**src/inc/oad_defs.svh**
```systemverilog
`ifndef OAD_DEFS_SVH
`define OAD_DEFS_SVH

// short-direct window, byte and word forms
`define OAD_SADDR_BASE 16'hfe20
`define OAD_SADDR_LAST 16'hff1f

// peripheral-register page and the hole the operand forms cannot reach
`define OAD_SFR_BASE 16'hff00
`define OAD_SFR_HOLE_LO 16'hffd0
`define OAD_SFR_HOLE_HI 16'hffdf

// far-call and call-table targets
`define OAD_FAR_BASE 16'h0800
`define OAD_FAR_LAST 16'h0fff
`define OAD_CALLT_BASE 16'h0040
`define OAD_CALLT_LAST 16'h007f

// accumulator register codes inside a bank
`define OAD_ACC_LO_CODE 3'h0
`define OAD_ACC_HI_CODE 3'h1

// reset values
`define OAD_RST_ADDR 16'h0000
`define OAD_RST_MASK 8'h00
`define OAD_RST_INDEX 5'h00
`define OAD_RST_FLAG 1'b0

`endif

```
**src/inc/oad_pkg.sv**
```systemverilog
package oad_pkg;

    // operand form presented with each decode request
    typedef enum logic [2:0] {
        OAD_FORM_SADDR  = 3'b000,
        OAD_FORM_SADDRP = 3'b001,
        OAD_FORM_ABS    = 3'b010,
        OAD_FORM_FAR    = 3'b011,
        OAD_FORM_CALLT  = 3'b100,
        OAD_FORM_SFR    = 3'b101,
        OAD_FORM_SFRP   = 3'b110,
        OAD_FORM_REL    = 3'b111
    } oad_form_t;

    // what an instruction does to one status flag
    typedef enum logic [2:0] {
        OAD_FLAG_KEEP    = 3'b000,
        OAD_FLAG_CLEAR   = 3'b001,
        OAD_FLAG_SET     = 3'b010,
        OAD_FLAG_RESULT  = 3'b011,
        OAD_FLAG_RESTORE = 3'b100
    } oad_flag_act_t;

    // reason an address was refused
    typedef enum logic [1:0] {
        OAD_FAULT_NONE     = 2'b00,
        OAD_FAULT_ODD      = 2'b01,
        OAD_FAULT_HOLE     = 2'b10,
        OAD_FAULT_NOT_WORD = 2'b11
    } oad_fault_t;

    // whole registered state of the decoder
    typedef struct packed {
        logic [15:0] ea;
        logic ea_valid;
        oad_fault_t fault;
        logic [4:0] reg_index;
        logic [4:0] pair_lo_index;
        logic [4:0] pair_hi_index;
        logic [4:0] acc_lo_index;
        logic [4:0] acc_hi_index;
        logic [4:0] acc8_index;
        logic [7:0] bit_mask;
        logic zero_flag;
        logic half_carry_flag;
        logic carry_flag;
    } oad_state_t;

endpackage : oad_pkg

```
**src/design/oad_flag_cell.sv**
```systemverilog
`timescale 1ns/1ps
`default_nettype none

module oad_flag_cell
    import oad_pkg::*;
(
    // control
    input wire oad_flag_act_t i_act,
    // flag sources
    input wire logic i_current,
    input wire logic i_result,
    input wire logic i_saved,
    // next flag value
    output logic o_next
);

    // one flag per instance so zero, half-carry and carry share the same update law
    always_comb
    begin
        unique case (i_act)
            OAD_FLAG_KEEP:    o_next = i_current;
            OAD_FLAG_CLEAR:   o_next = 1'b0;
            OAD_FLAG_SET:     o_next = 1'b1;
            OAD_FLAG_RESULT:  o_next = i_result;
            OAD_FLAG_RESTORE: o_next = i_saved;
            // unused codes hold the flag rather than corrupt it
            default:          o_next = i_current;
        endcase
    end

endmodule : oad_flag_cell

`default_nettype wire

```
**src/design/oad_operand_decoder.sv**
```systemverilog
// Behaviour
// - short-direct byte operand maps to address window FE20H through FF1FH.
// - short-direct word operand only at even addresses, low byte of pair.
// - absolute operand spans 0000H-FFFFH; word transfers need an even address.
// - far-call target always lands between 0800H and 0FFFH.
// - call-table pointer becomes even table address within 0040H to 007FH.
// - peripheral-register operands never reach FFD0H through FFDFH.
// - peripheral word access only to word-capable registers at even addresses.
// - register codes 0 to 7 select X, A, C, B, E, D, L, H.
// - pair codes 0 to 3 select AX, BC, DE, HL.
// - A is byte accumulator; AX is word accumulator, X low, A high.
// - relative offset is signed 8-bit, added to program counter.
// - bit-position operand is 3 bits choosing one of eight bits.
// - flags are kept, forced, or taken from the result per instruction.
// - flags marked for restoration reload the previously saved value.
`timescale 1ns/1ps
`default_nettype none

`include "oad_defs.svh"

module oad_operand_decoder
    import oad_pkg::*;
(
    // clock and reset
    input wire logic i_clk_sys,
    input wire logic i_rst,

    // decode request from fetch
    input wire logic i_valid,
    input wire oad_form_t i_form,
    input wire logic i_word,
    input wire logic [15:0] i_operand,
    input wire logic [15:0] i_pc,
    input wire logic i_sfr_word_ok,

    // register, pair and bit fields
    input wire logic [2:0] i_reg_code,
    input wire logic [1:0] i_pair_code,
    input wire logic [2:0] i_bit_sel,
    input wire logic [1:0] i_bank_select_bits,

    // flag update request
    input wire logic i_flag_valid,
    input wire oad_flag_act_t i_zero_act,
    input wire oad_flag_act_t i_half_carry_act,
    input wire oad_flag_act_t i_carry_act,
    input wire logic i_zero_result,
    input wire logic i_half_carry_result,
    input wire logic i_carry_result,
    input wire logic i_zero_saved,
    input wire logic i_half_carry_saved,
    input wire logic i_carry_saved,

    // effective address
    output logic [15:0] o_ea,
    output logic o_ea_valid,
    output logic o_fault,
    output logic [1:0] o_fault_cause,

    // register file selects
    output logic [4:0] o_reg_index,
    output logic [4:0] o_pair_lo_index,
    output logic [4:0] o_pair_hi_index,
    output logic [4:0] o_acc8_index,
    output logic [4:0] o_acc_lo_index,
    output logic [4:0] o_acc_hi_index,
    output logic [7:0] o_bit_mask,

    // status flags
    output logic o_zero_flag,
    output logic o_half_carry_flag,
    output logic o_carry_flag
);

    oad_state_t state_q;
    oad_state_t state_d;

    // combinational address terms
    logic [15:0] saddr_ea;
    logic [15:0] sfr_ea;
    logic [15:0] far_ea;
    logic [15:0] callt_ea;
    logic [15:0] rel_ea;
    logic [15:0] rel_offset;
    logic sfr_in_hole;
    logic [15:0] form_ea;
    oad_fault_t form_fault;

    // flag cell outputs
    logic zero_next;
    logic half_carry_next;
    logic carry_next;

    // the address terms below add or OR a field onto a base; that only stays inside
    // the window when it matches the field's span and, for an OR, the base is aligned to it, so refuse other maps
    if ((`OAD_SADDR_BASE + 16'h00ff) != `OAD_SADDR_LAST)
    begin : g_saddr_span_check
        $error("short-direct window must span exactly 256 bytes");
    end

    if (((`OAD_FAR_BASE & 16'h07ff) != 16'h0000) ||
        ((`OAD_FAR_BASE | 16'h07ff) != `OAD_FAR_LAST))
    begin : g_far_page_check
        $error("far-call page must be one aligned 2 KB block");
    end

    if (((`OAD_CALLT_BASE & 16'h003f) != 16'h0000) ||
        ((`OAD_CALLT_BASE | 16'h003f) != `OAD_CALLT_LAST))
    begin : g_callt_table_check
        $error("call table must be one aligned 64-byte block");
    end

    // the hole test works on formed addresses, so the hole must lie in the page
    if (((`OAD_SFR_BASE & 16'h00ff) != 16'h0000) ||
        ((`OAD_SFR_HOLE_LO & 16'hff00) != `OAD_SFR_BASE) ||
        ((`OAD_SFR_HOLE_HI & 16'hff00) != `OAD_SFR_BASE))
    begin : g_sfr_hole_check
        $error("peripheral hole must sit inside an aligned peripheral page");
    end

    // short-direct: a plain offset from the window base, so 00H..FFH covers it exactly
    assign saddr_ea = `OAD_SADDR_BASE + {8'h00, i_operand[7:0]};

    // peripheral page sits on the top 256 bytes
    assign sfr_ea = `OAD_SFR_BASE | {8'h00, i_operand[7:0]};

    // hole check on the formed address, not the raw code, to stay tied to the map
    assign sfr_in_hole = (sfr_ea >= `OAD_SFR_HOLE_LO) && (sfr_ea <= `OAD_SFR_HOLE_HI);

    // far call: only 11 bits are taken, so no operand can leave the 2 KB page
    assign far_ea = `OAD_FAR_BASE | {5'h00, i_operand[10:0]};

    // call table: 5-bit pointer doubled, always even
    assign callt_ea = `OAD_CALLT_BASE | {10'h000, i_operand[4:0], 1'b0};

    // relative branch: sign-extend the displacement, wrap in 16 bits
    assign rel_offset = {{8{i_operand[7]}}, i_operand[7:0]};
    assign rel_ea = i_pc + rel_offset;

    // address and refusal per operand form
    always_comb
    begin
        form_ea = i_operand;
        form_fault = OAD_FAULT_NONE;
        unique case (i_form)
            OAD_FORM_SADDR:
            begin
                form_ea = saddr_ea;
            end
            OAD_FORM_SADDRP:
            begin
                form_ea = saddr_ea;
                // the odd byte of a pair is never a valid word start
                if (saddr_ea[0])
                begin
                    form_fault = OAD_FAULT_ODD;
                end
            end
            OAD_FORM_ABS:
            begin
                form_ea = i_operand;
                if (i_word && i_operand[0])
                begin
                    form_fault = OAD_FAULT_ODD;
                end
            end
            OAD_FORM_FAR:
            begin
                form_ea = far_ea;
            end
            OAD_FORM_CALLT:
            begin
                form_ea = callt_ea;
            end
            OAD_FORM_SFR:
            begin
                form_ea = sfr_ea;
                if (sfr_in_hole)
                begin
                    form_fault = OAD_FAULT_HOLE;
                end
            end
            OAD_FORM_SFRP:
            begin
                form_ea = sfr_ea;
                // hole outranks alignment: the address is unreachable either way
                if (sfr_in_hole)
                begin
                    form_fault = OAD_FAULT_HOLE;
                end
                else if (sfr_ea[0])
                begin
                    form_fault = OAD_FAULT_ODD;
                end
                else if (!i_sfr_word_ok)
                begin
                    form_fault = OAD_FAULT_NOT_WORD;
                end
            end
            OAD_FORM_REL:
            begin
                form_ea = rel_ea;
            end
        endcase
    end

    // one flag cell per status flag
    oad_flag_cell u_zero_cell (
        .i_act(i_zero_act),
        .i_current(state_q.zero_flag),
        .i_result(i_zero_result),
        .i_saved(i_zero_saved),
        .o_next(zero_next)
    );

    oad_flag_cell u_half_carry_cell (
        .i_act(i_half_carry_act),
        .i_current(state_q.half_carry_flag),
        .i_result(i_half_carry_result),
        .i_saved(i_half_carry_saved),
        .o_next(half_carry_next)
    );

    oad_flag_cell u_carry_cell (
        .i_act(i_carry_act),
        .i_current(state_q.carry_flag),
        .i_result(i_carry_result),
        .i_saved(i_carry_saved),
        .o_next(carry_next)
    );

    // next state: decode results load on a request, flags on a flag update
    always_comb
    begin
        state_d = state_q;
        // ea_valid is a one-cycle answer per request
        state_d.ea_valid = 1'b0;

        if (i_valid)
        begin
            state_d.ea_valid = 1'b1;
            state_d.ea = form_ea;
            state_d.fault = form_fault;
            // bank bits form the top of every register index
            state_d.reg_index = {i_bank_select_bits, i_reg_code};
            // pair n is register 2n (low) and 2n+1 (high): AX, BC, DE, HL
            state_d.pair_lo_index = {i_bank_select_bits, i_pair_code, 1'b0};
            state_d.pair_hi_index = {i_bank_select_bits, i_pair_code, 1'b1};
            // accumulators follow the bank too
            state_d.acc8_index = {i_bank_select_bits, `OAD_ACC_HI_CODE};
            state_d.acc_lo_index = {i_bank_select_bits, `OAD_ACC_LO_CODE};
            state_d.acc_hi_index = {i_bank_select_bits, `OAD_ACC_HI_CODE};
            // one-hot so the data path can mask without a decoder of its own
            state_d.bit_mask = 8'h01 << i_bit_sel;
        end

        // flags change only when the executing instruction says so
        if (i_flag_valid)
        begin
            state_d.zero_flag = zero_next;
            state_d.half_carry_flag = half_carry_next;
            state_d.carry_flag = carry_next;
        end
    end

    // single register for the whole state
    always_ff @(posedge i_clk_sys)
    begin
        if (i_rst)
        begin
            state_q.ea <= `OAD_RST_ADDR;
            state_q.ea_valid <= 1'b0;
            state_q.fault <= OAD_FAULT_NONE;
            state_q.reg_index <= `OAD_RST_INDEX;
            state_q.pair_lo_index <= `OAD_RST_INDEX;
            state_q.pair_hi_index <= `OAD_RST_INDEX;
            state_q.acc8_index <= `OAD_RST_INDEX;
            state_q.acc_lo_index <= `OAD_RST_INDEX;
            state_q.acc_hi_index <= `OAD_RST_INDEX;
            state_q.bit_mask <= `OAD_RST_MASK;
            state_q.zero_flag <= `OAD_RST_FLAG;
            state_q.half_carry_flag <= `OAD_RST_FLAG;
            state_q.carry_flag <= `OAD_RST_FLAG;
        end
        else
        begin
            state_q <= state_d;
        end
    end

    // outputs straight from the state register
    assign o_ea = state_q.ea;
    assign o_ea_valid = state_q.ea_valid;
    assign o_fault = state_q.ea_valid && (state_q.fault != OAD_FAULT_NONE);
    assign o_fault_cause = state_q.fault;
    assign o_reg_index = state_q.reg_index;
    assign o_pair_lo_index = state_q.pair_lo_index;
    assign o_pair_hi_index = state_q.pair_hi_index;
    assign o_acc8_index = state_q.acc8_index;
    assign o_acc_lo_index = state_q.acc_lo_index;
    assign o_acc_hi_index = state_q.acc_hi_index;
    assign o_bit_mask = state_q.bit_mask;
    assign o_zero_flag = state_q.zero_flag;
    assign o_half_carry_flag = state_q.half_carry_flag;
    assign o_carry_flag = state_q.carry_flag;

endmodule : oad_operand_decoder

`default_nettype wire

```
**config.mk**
```make
export PLATFORM = sky130hd
export DESIGN_NAME = oad_operand_decoder
export DESIGN_NICKNAME = d
export VERILOG_FILES = /design/src/inc/oad_pkg.sv /design/src/design/oad_flag_cell.sv /design/src/design/oad_operand_decoder.sv
export VERILOG_INCLUDE_DIRS = /design/src /design/src/inc
export SDC_FILE = /design/constraint.sdc
export NUM_CORES = 1
export LEC_CHECK = 0
export ABC_AREA = 1
export BUFFER_PORTS_ARGS = -buffer_cell sky130_fd_sc_hd__buf_2
export CELL_PAD_IN_SITES_DETAIL_PLACEMENT = 2
export CELL_PAD_IN_SITES_GLOBAL_PLACEMENT = 2
export CORE_ASPECT_RATIO = 2
export CORE_MARGIN = 2
export CORE_UTILIZATION = 26
export DETAILED_ROUTE_END_ITERATION = 8
export PLACE_DENSITY_LB_ADDON = 0.1
export SLEW_MARGIN = 20
export SYNTH_ARGS = -nofsm -noshare
export SYNTH_HDL_FRONTEND = slang
export SYNTH_SLANG_ARGS = --single-unit
```
**constraint.sdc**
```tcl
create_clock -name i_clk_sys -period 2.2 [get_ports i_clk_sys]
set_clock_uncertainty 0.05 [all_clocks]
set_input_delay 0 -clock i_clk_sys [delete_from_list [all_inputs] [get_ports i_clk_sys]]
set_output_delay 0 -clock i_clk_sys [all_outputs]
set_load 0.01 [all_outputs]
```
==> metrics, run 1 <==
pre-CTS WS around 410 ps; Synth top area share 25.0%; Worst path max stage delay approximately 540 ps; Rows between 50 and 60; reg-to-reg slack, setup around 1500 ps; fmax a little under 0.5 GHz; most frequent cells after synthesis 130 x nand2_1, 75 x inv_1, 42 x nor2_1, 39 x a21oi_1, 38 x dfxtp_1; cell accounting for the most synthesized area dfxtp_1; Post-synth top flop dfxtp_1; vias in the first global route ~3800; share of synthesized flip-flops with an asynchronous set or reset 0%; number of buffers added on ports ~120; FF-to-FF End o_reg_index[3]$_SDFFE_PP0P_; final non-filler cell total about 750; EDFF count, synth 0; critical path class in2reg; Synth Register Bits 38; die area ~13000 sq um; CTS buffer count 5; Yosys Warn Count 0; Max VDD drop 360 uV; clk_lat worst skew 280 ps; top-level I/O count roughly 130; DRT Pass-1 Iters 4; Max Buffers Root-to-Sink 2; global route overflow 0; core area ~11000 sq um; hold worst-path end o_bit_mask[0]$_SDFFE_PP0P_; H-Tree Depth 2; Slowest cell on crit path dlygate4sd3_1; initial antenna violation count 0; vias post-DR 3538; gpl congestion 0.838; worst-case reg-to-reg path depth 2; Critical Path RT roughly 2400 ps; Worst Setup Start Kind primary input; DR WL/cell roughly 16 um; setup TNS 0 ps; worst hold start i_bit_sel[0]; Cells on Worst Hold Path 4; largest fanout on the critical path 5; most area-consuming cells after synthesis dfxtp_1 25%, nand2_1 16%, inv_1 9.2%; arrival time worst endpoint ~2200 ps; Layout Nets 690; Die Y between 150 and 200 um; register area 761 sq um; final hold violations 0; crit path buf inv count 2; top-count cell post-synth nand2_1; Leak roughly 0.0022 uW; Starting Density approximately 27%; Worst-Margin Slew around 620 ps; # clock sinks 38; final setup vio count 0; Cell variety after synth 40; clock-pin slew on the worst setup and hold paths 60 ps; largest net degree at the start of global routing 34; final hold slack 4.52 ps; Tot GR Track Use just under 20%; max_cap viols 0; Seq/Total Area, Yosys about a quarter; share of layout cells above drive strength 1 around a quarter; CTS tree built; Mapped Cells roughly 490; Min-Delay Path Class in2reg; ANT nets after route 0; Post-Syn Area 3040 sq um; Layout area overhead 30.9%; CP Cell Sequence dlygate4sd3_1, buf_2, ha_1, fa_2, nand2_1, nand2_1, and2_1, nand3_1, nand3_1, nand2_1, nand3_1, a21oi_2; area of the multi-input gates 1820 sq um; Reg-to-Reg Start o_reg_index[3]$_SDFFE_PP0P_; Worst path top cell family by delay simple AND/OR/NAND/NOR gates; RSZ-0062 raised after global routing false; Diodes inserted 0; run status completed; Worst setup EP type flop; initial drt markers 58; final wirelength 12000 um; final slew viol count 0; vias per inst 4.74; relative slew slack 58.4%; DRC 0; first-pass GRT wire length between 15000 and 20000 um; number of cells after detailed placement ~720; Worst Setup Slack, final roughly 190 ps; cell area power density around 570 nW/um^2; filler cell count 1446; ratio of final minimum period to clock period 91.4%; Clock Tree Root clkbuf_16; syn_area_per_cell between 6 and 7 sq um; HPWL after DPL about 10000 um; Tmin final ~2000 ps; Die Wd 80.5 um
[where the power goes]
group	leakage [uW]	internal [uW]	total, uW	switching [uW]
registers	0.000314	733	758	25.2
logic	0.00182	257	674	418
clock network	0.0000781	536	822	286
total	0.00222	1530	2250	729
[worst reg2reg max path, stage by stage, from the launching register on]
cell,delay (ps)
dfxtp_1,410
o21ai_0,100
nor2_1,130
[flip-flops by register name, indices dropped and copies added (netlist names)]
signal	flops
o_ea	16
o_fault_cause	2
o_reg_index	5
o_bit_mask	8
o_zero_flag	1
o_pair_hi_index	3
o_ea_valid	1
o_half_carry_flag	1
o_carry_flag	1
[metal layers]
layer | up-vias | wire (um) | GRT usage, %
met4 | 0 | 259 | 6.21
met5 | - | 0 | 0
met3 | 13 | 393 | 1.83
li1 | 1746 | - | -
met2 | 81 | 7270 | 41.6
met1 | 1698 | 4080 | 18.1
[repair_timing]
action                     CTS  global route
gates resized for setup      0             3
hold buffers                16             0
buffers inserted             0             0
hold endpoints to repair    16             0
setup endpoints to repair    0             2
[layout by cell type (no fill, tap or decap), types with 2 or more instances in the layout]
master and count:
dlygate4sd3_1 16, clkbuf_16 5, nand3b_1 5, conb_1 8, o31ai_1 3, nand2_1 130
buf_4 3, nor2_1 42, nand2_4 4, and2_1 2, o211ai_1 3, clkbuf_1 2
a21oi_2 4, nand2_2 3, o2111ai_1 2, nand3_1 30, ha_1 20, xor2_1 2
o21ai_0 27, o22ai_1 2, buf_2 118, dfxtp_1 38, nor3_1 5, a21oi_1 37
inv_1 75
[worst max-delay path by stage]
stage	start	endpoint	slack, ps	cells after the start
after floorplan	i_operand[0]	o_ea[8]$_SDFFE_PP0P_	810	11
after global placement	i_operand[0]	o_ea[12]$_SDFFE_PP0P_	420	11
after detailed placement	i_operand[0]	o_ea[12]$_SDFFE_PP0P_	410	11
after CTS	i_operand[0]	o_ea[12]$_SDFFE_PP0P_	140	12
after global routing	i_operand[0]	o_ea[12]$_SDFFE_PP0P_	40	12
final	i_operand[0]	o_ea[12]$_SDFFE_PP0P_	190	12
[kinds of logic after synthesis]
group	share of synthesized area [%]
flip-flops	25.0
buffers and inverters	16.5
XOR/XNOR	0.576
adder cells (fa/ha/maj)	8.88
other	0.123
AO/OA/AOI/OAI	15.8
AND/OR/NAND/NOR	33.1
[through the flow]
stage	utilization (%)	power [uW]	area (sq um)
after CTS	35.0	2290	3970
after floorplan	-	1190	3070
final	35.1	2250	3980
after global routing	35.1	2400	3980
after global placement	32.2	1410	3650
after detailed placement	32.2	1430	3650
[final cells by class]
type / count / area share (%)
clock inverter: 1 / 0.754
timing repair buffer: 137 / 19.4
inverter: 77 / 7.32
clock buffer: 7 / 3.33
multi-input combinational: 344 / 45.6
tap: 142 / 4.46
sequential: 38 / 19.1
(Power assumes the default switching activity.)
==> run 2: changes to the inputs <==
--- a/config.mk
+++ b/config.mk
@@ -11,7 +11,7 @@
 export CELL_PAD_IN_SITES_DETAIL_PLACEMENT = 2
 export CELL_PAD_IN_SITES_GLOBAL_PLACEMENT = 2
 export CORE_ASPECT_RATIO = 2
-export CORE_MARGIN = 2
+export CORE_MARGIN = 1.5
 export CORE_UTILIZATION = 26
 export DETAILED_ROUTE_END_ITERATION = 8
 export PLACE_DENSITY_LB_ADDON = 0.1
==> metrics, run 2 (synthesized netlist as in run 1, its figures left out) <==
initial drt markers 48; ANT nets after route 0; gpl congestion 0.777; Die Wd slightly below 80 um; commonest non-fill, non-tap cell in the layout nand2_1; setup TNS 0 ps; max_cap viols 0; DR WL/cell 15.8 um; clk_lat worst skew ~290 ps; Min-Delay Path Class in2reg; Max Buffers Root-to-Sink 2; ratio of final minimum period to clock period 92.2%; vias in the first global route between 3000 and 4000; final hold violations 0; vias per inst 4.76; number of hold buffers added after cts 19; register area about 760 sq um; # clock sinks 38; Starting Density about 27%; Routed met2 length between 7000 and 8000 um; Diodes inserted 0; largest net degree at the start of global routing 25; Worst Setup Start Kind primary input; Die Y approximately 160 um; final wirelength 11800 um; number of buffers added on ports between 100 and 150; clock-pin slew on the worst setup and hold paths around 60 ps; fmax around 0.49 GHz; setup repair bufs after CTS 0; Critical Path RT about 2400 ps; core area between 10000 and 15000 sq um; CTS buffer count 5; area of the multi-input gates 1810 sq um; Leak approximately 0.0022 uW; die area roughly 12000 sq um; hold worst-path end o_ea[2]$_SDFFE_PP0P_; worst-case reg-to-reg path depth 2; cell area power density around 540 nW/um^2; CTS tree built; post_cts resized 0; FF-to-FF End o_reg_index[3]$_SDFFE_PP0P_; DRC 0; HPWL after DPL around 10000 um; DRT Pass-1 Iters 4; run status completed; Clock Tree Root clkbuf_16; Tmin final just over 2000 ps; Tot GR Track Use between 10% and 20%; Worst-Margin Slew 592 ps; top-level I/O count ~130; worst hold start i_operand[1]; final setup vio count 0; first-pass GRT wire length 18800 um; share of layout cells above drive strength 1 about a quarter; Max VDD drop between 300 and 400 uV; reg-to-reg slack, setup ~1400 ps; H-Tree Depth 2; met1 wire length 4050 um; Layout area overhead 30.9%; filler cell count between 1000 and 1500; Top Layer Used met4; vias post-DR about 3600; critical path class in2reg; arrival time worst endpoint between 2000 and 2500 ps; Layout Nets about 700; met3 WL 447 um; final hold slack about 29 ps; initial antenna violation count 0; RSZ-0062 raised after global routing false; Reg-to-Reg Start o_reg_index[3]$_SDFFE_PP0P_; Worst setup EP type flop; largest fanout on the critical path 5; Cells on Worst Hold Path 3; most frequent cells in the layout 130 x nand2_1, 118 x buf_2, 75 x inv_1, 42 x nor2_1, 39 x a21oi_1; Rows 55; global route overflow 0; max reg flops 16; final slew viol count 0; relative slew slack between 60% and 70%
-- run 2: cell type report --
class	count	share of cell area (%)
Clock buffer	6	3.23
Inverter	77	7.32
Timing Repair Buffer	141	20.3
Clock inverter	1	0.188
Multi-Input combinational cell	344	45.4
Sequential cell	38	19.1
Tap cell	142	4.46
-- run 2: metal layers --
| metal | vias up | track usage, % |
|---|---|---|
| li1 | 1753 | - |
| met1 | 1719 | 18.4 |
| met2 | 83 | 41.6 |
| met3 | 8 | 1.81 |
| met4 | 0 | 6.02 |
| met5 | - | 0 |
-- run 2: worst max-delay path: stages --
cell and delay, ps:
dlygate4sd3_1 540, buf_2 160, ha_1 230, fa_1 420, nand2_1 80, nand2_1 70
and2_1 190, nand3_1 140, nand3_1 90, nand2_1 60, nand3_1 90, a21oi_1 140
-- run 2: where the power goes --
group	leakage [uW]	switching, uW	internal, uW
combinational	0.00184	418	260
sequential	0.000314	26.0	733
clock	0.0000629	283	414
-- run 2: how the worst max path moves through the flow --
stage / to / slack [ps] / start / cells past startpoint
final: o_ea[12]$_SDFFE_PP0P_ / 170 / i_operand[0] / 12
after global routing: o_ea[12]$_SDFFE_PP0P_ / 20 / i_operand[0] / 12
after CTS: o_ea[12]$_SDFFE_PP0P_ / 150 / i_operand[0] / 12
after detailed placement: o_ea[15]$_SDFFE_PP0P_ / 420 / i_operand[7] / 11
after global placement: o_ea[15]$_SDFFE_PP0P_ / 430 / i_operand[7] / 11
after floorplan: o_ea[8]$_SDFFE_PP0P_ / 810 / i_operand[0] / 11
-- run 2: through the flow --
stage	instance area, sq um	power (uW)	util [%]	setup slack [ps]	std cells
floorplan	3070	1190	-	813	492
global placement	3660	1410	32.2	428	723
detailed placement	3660	1440	32.2	415	723
CTS	3990	2170	35.1	154	749
global route	3990	2270	35.1	18.8	749
finish	3990	2140	35.1	173	749
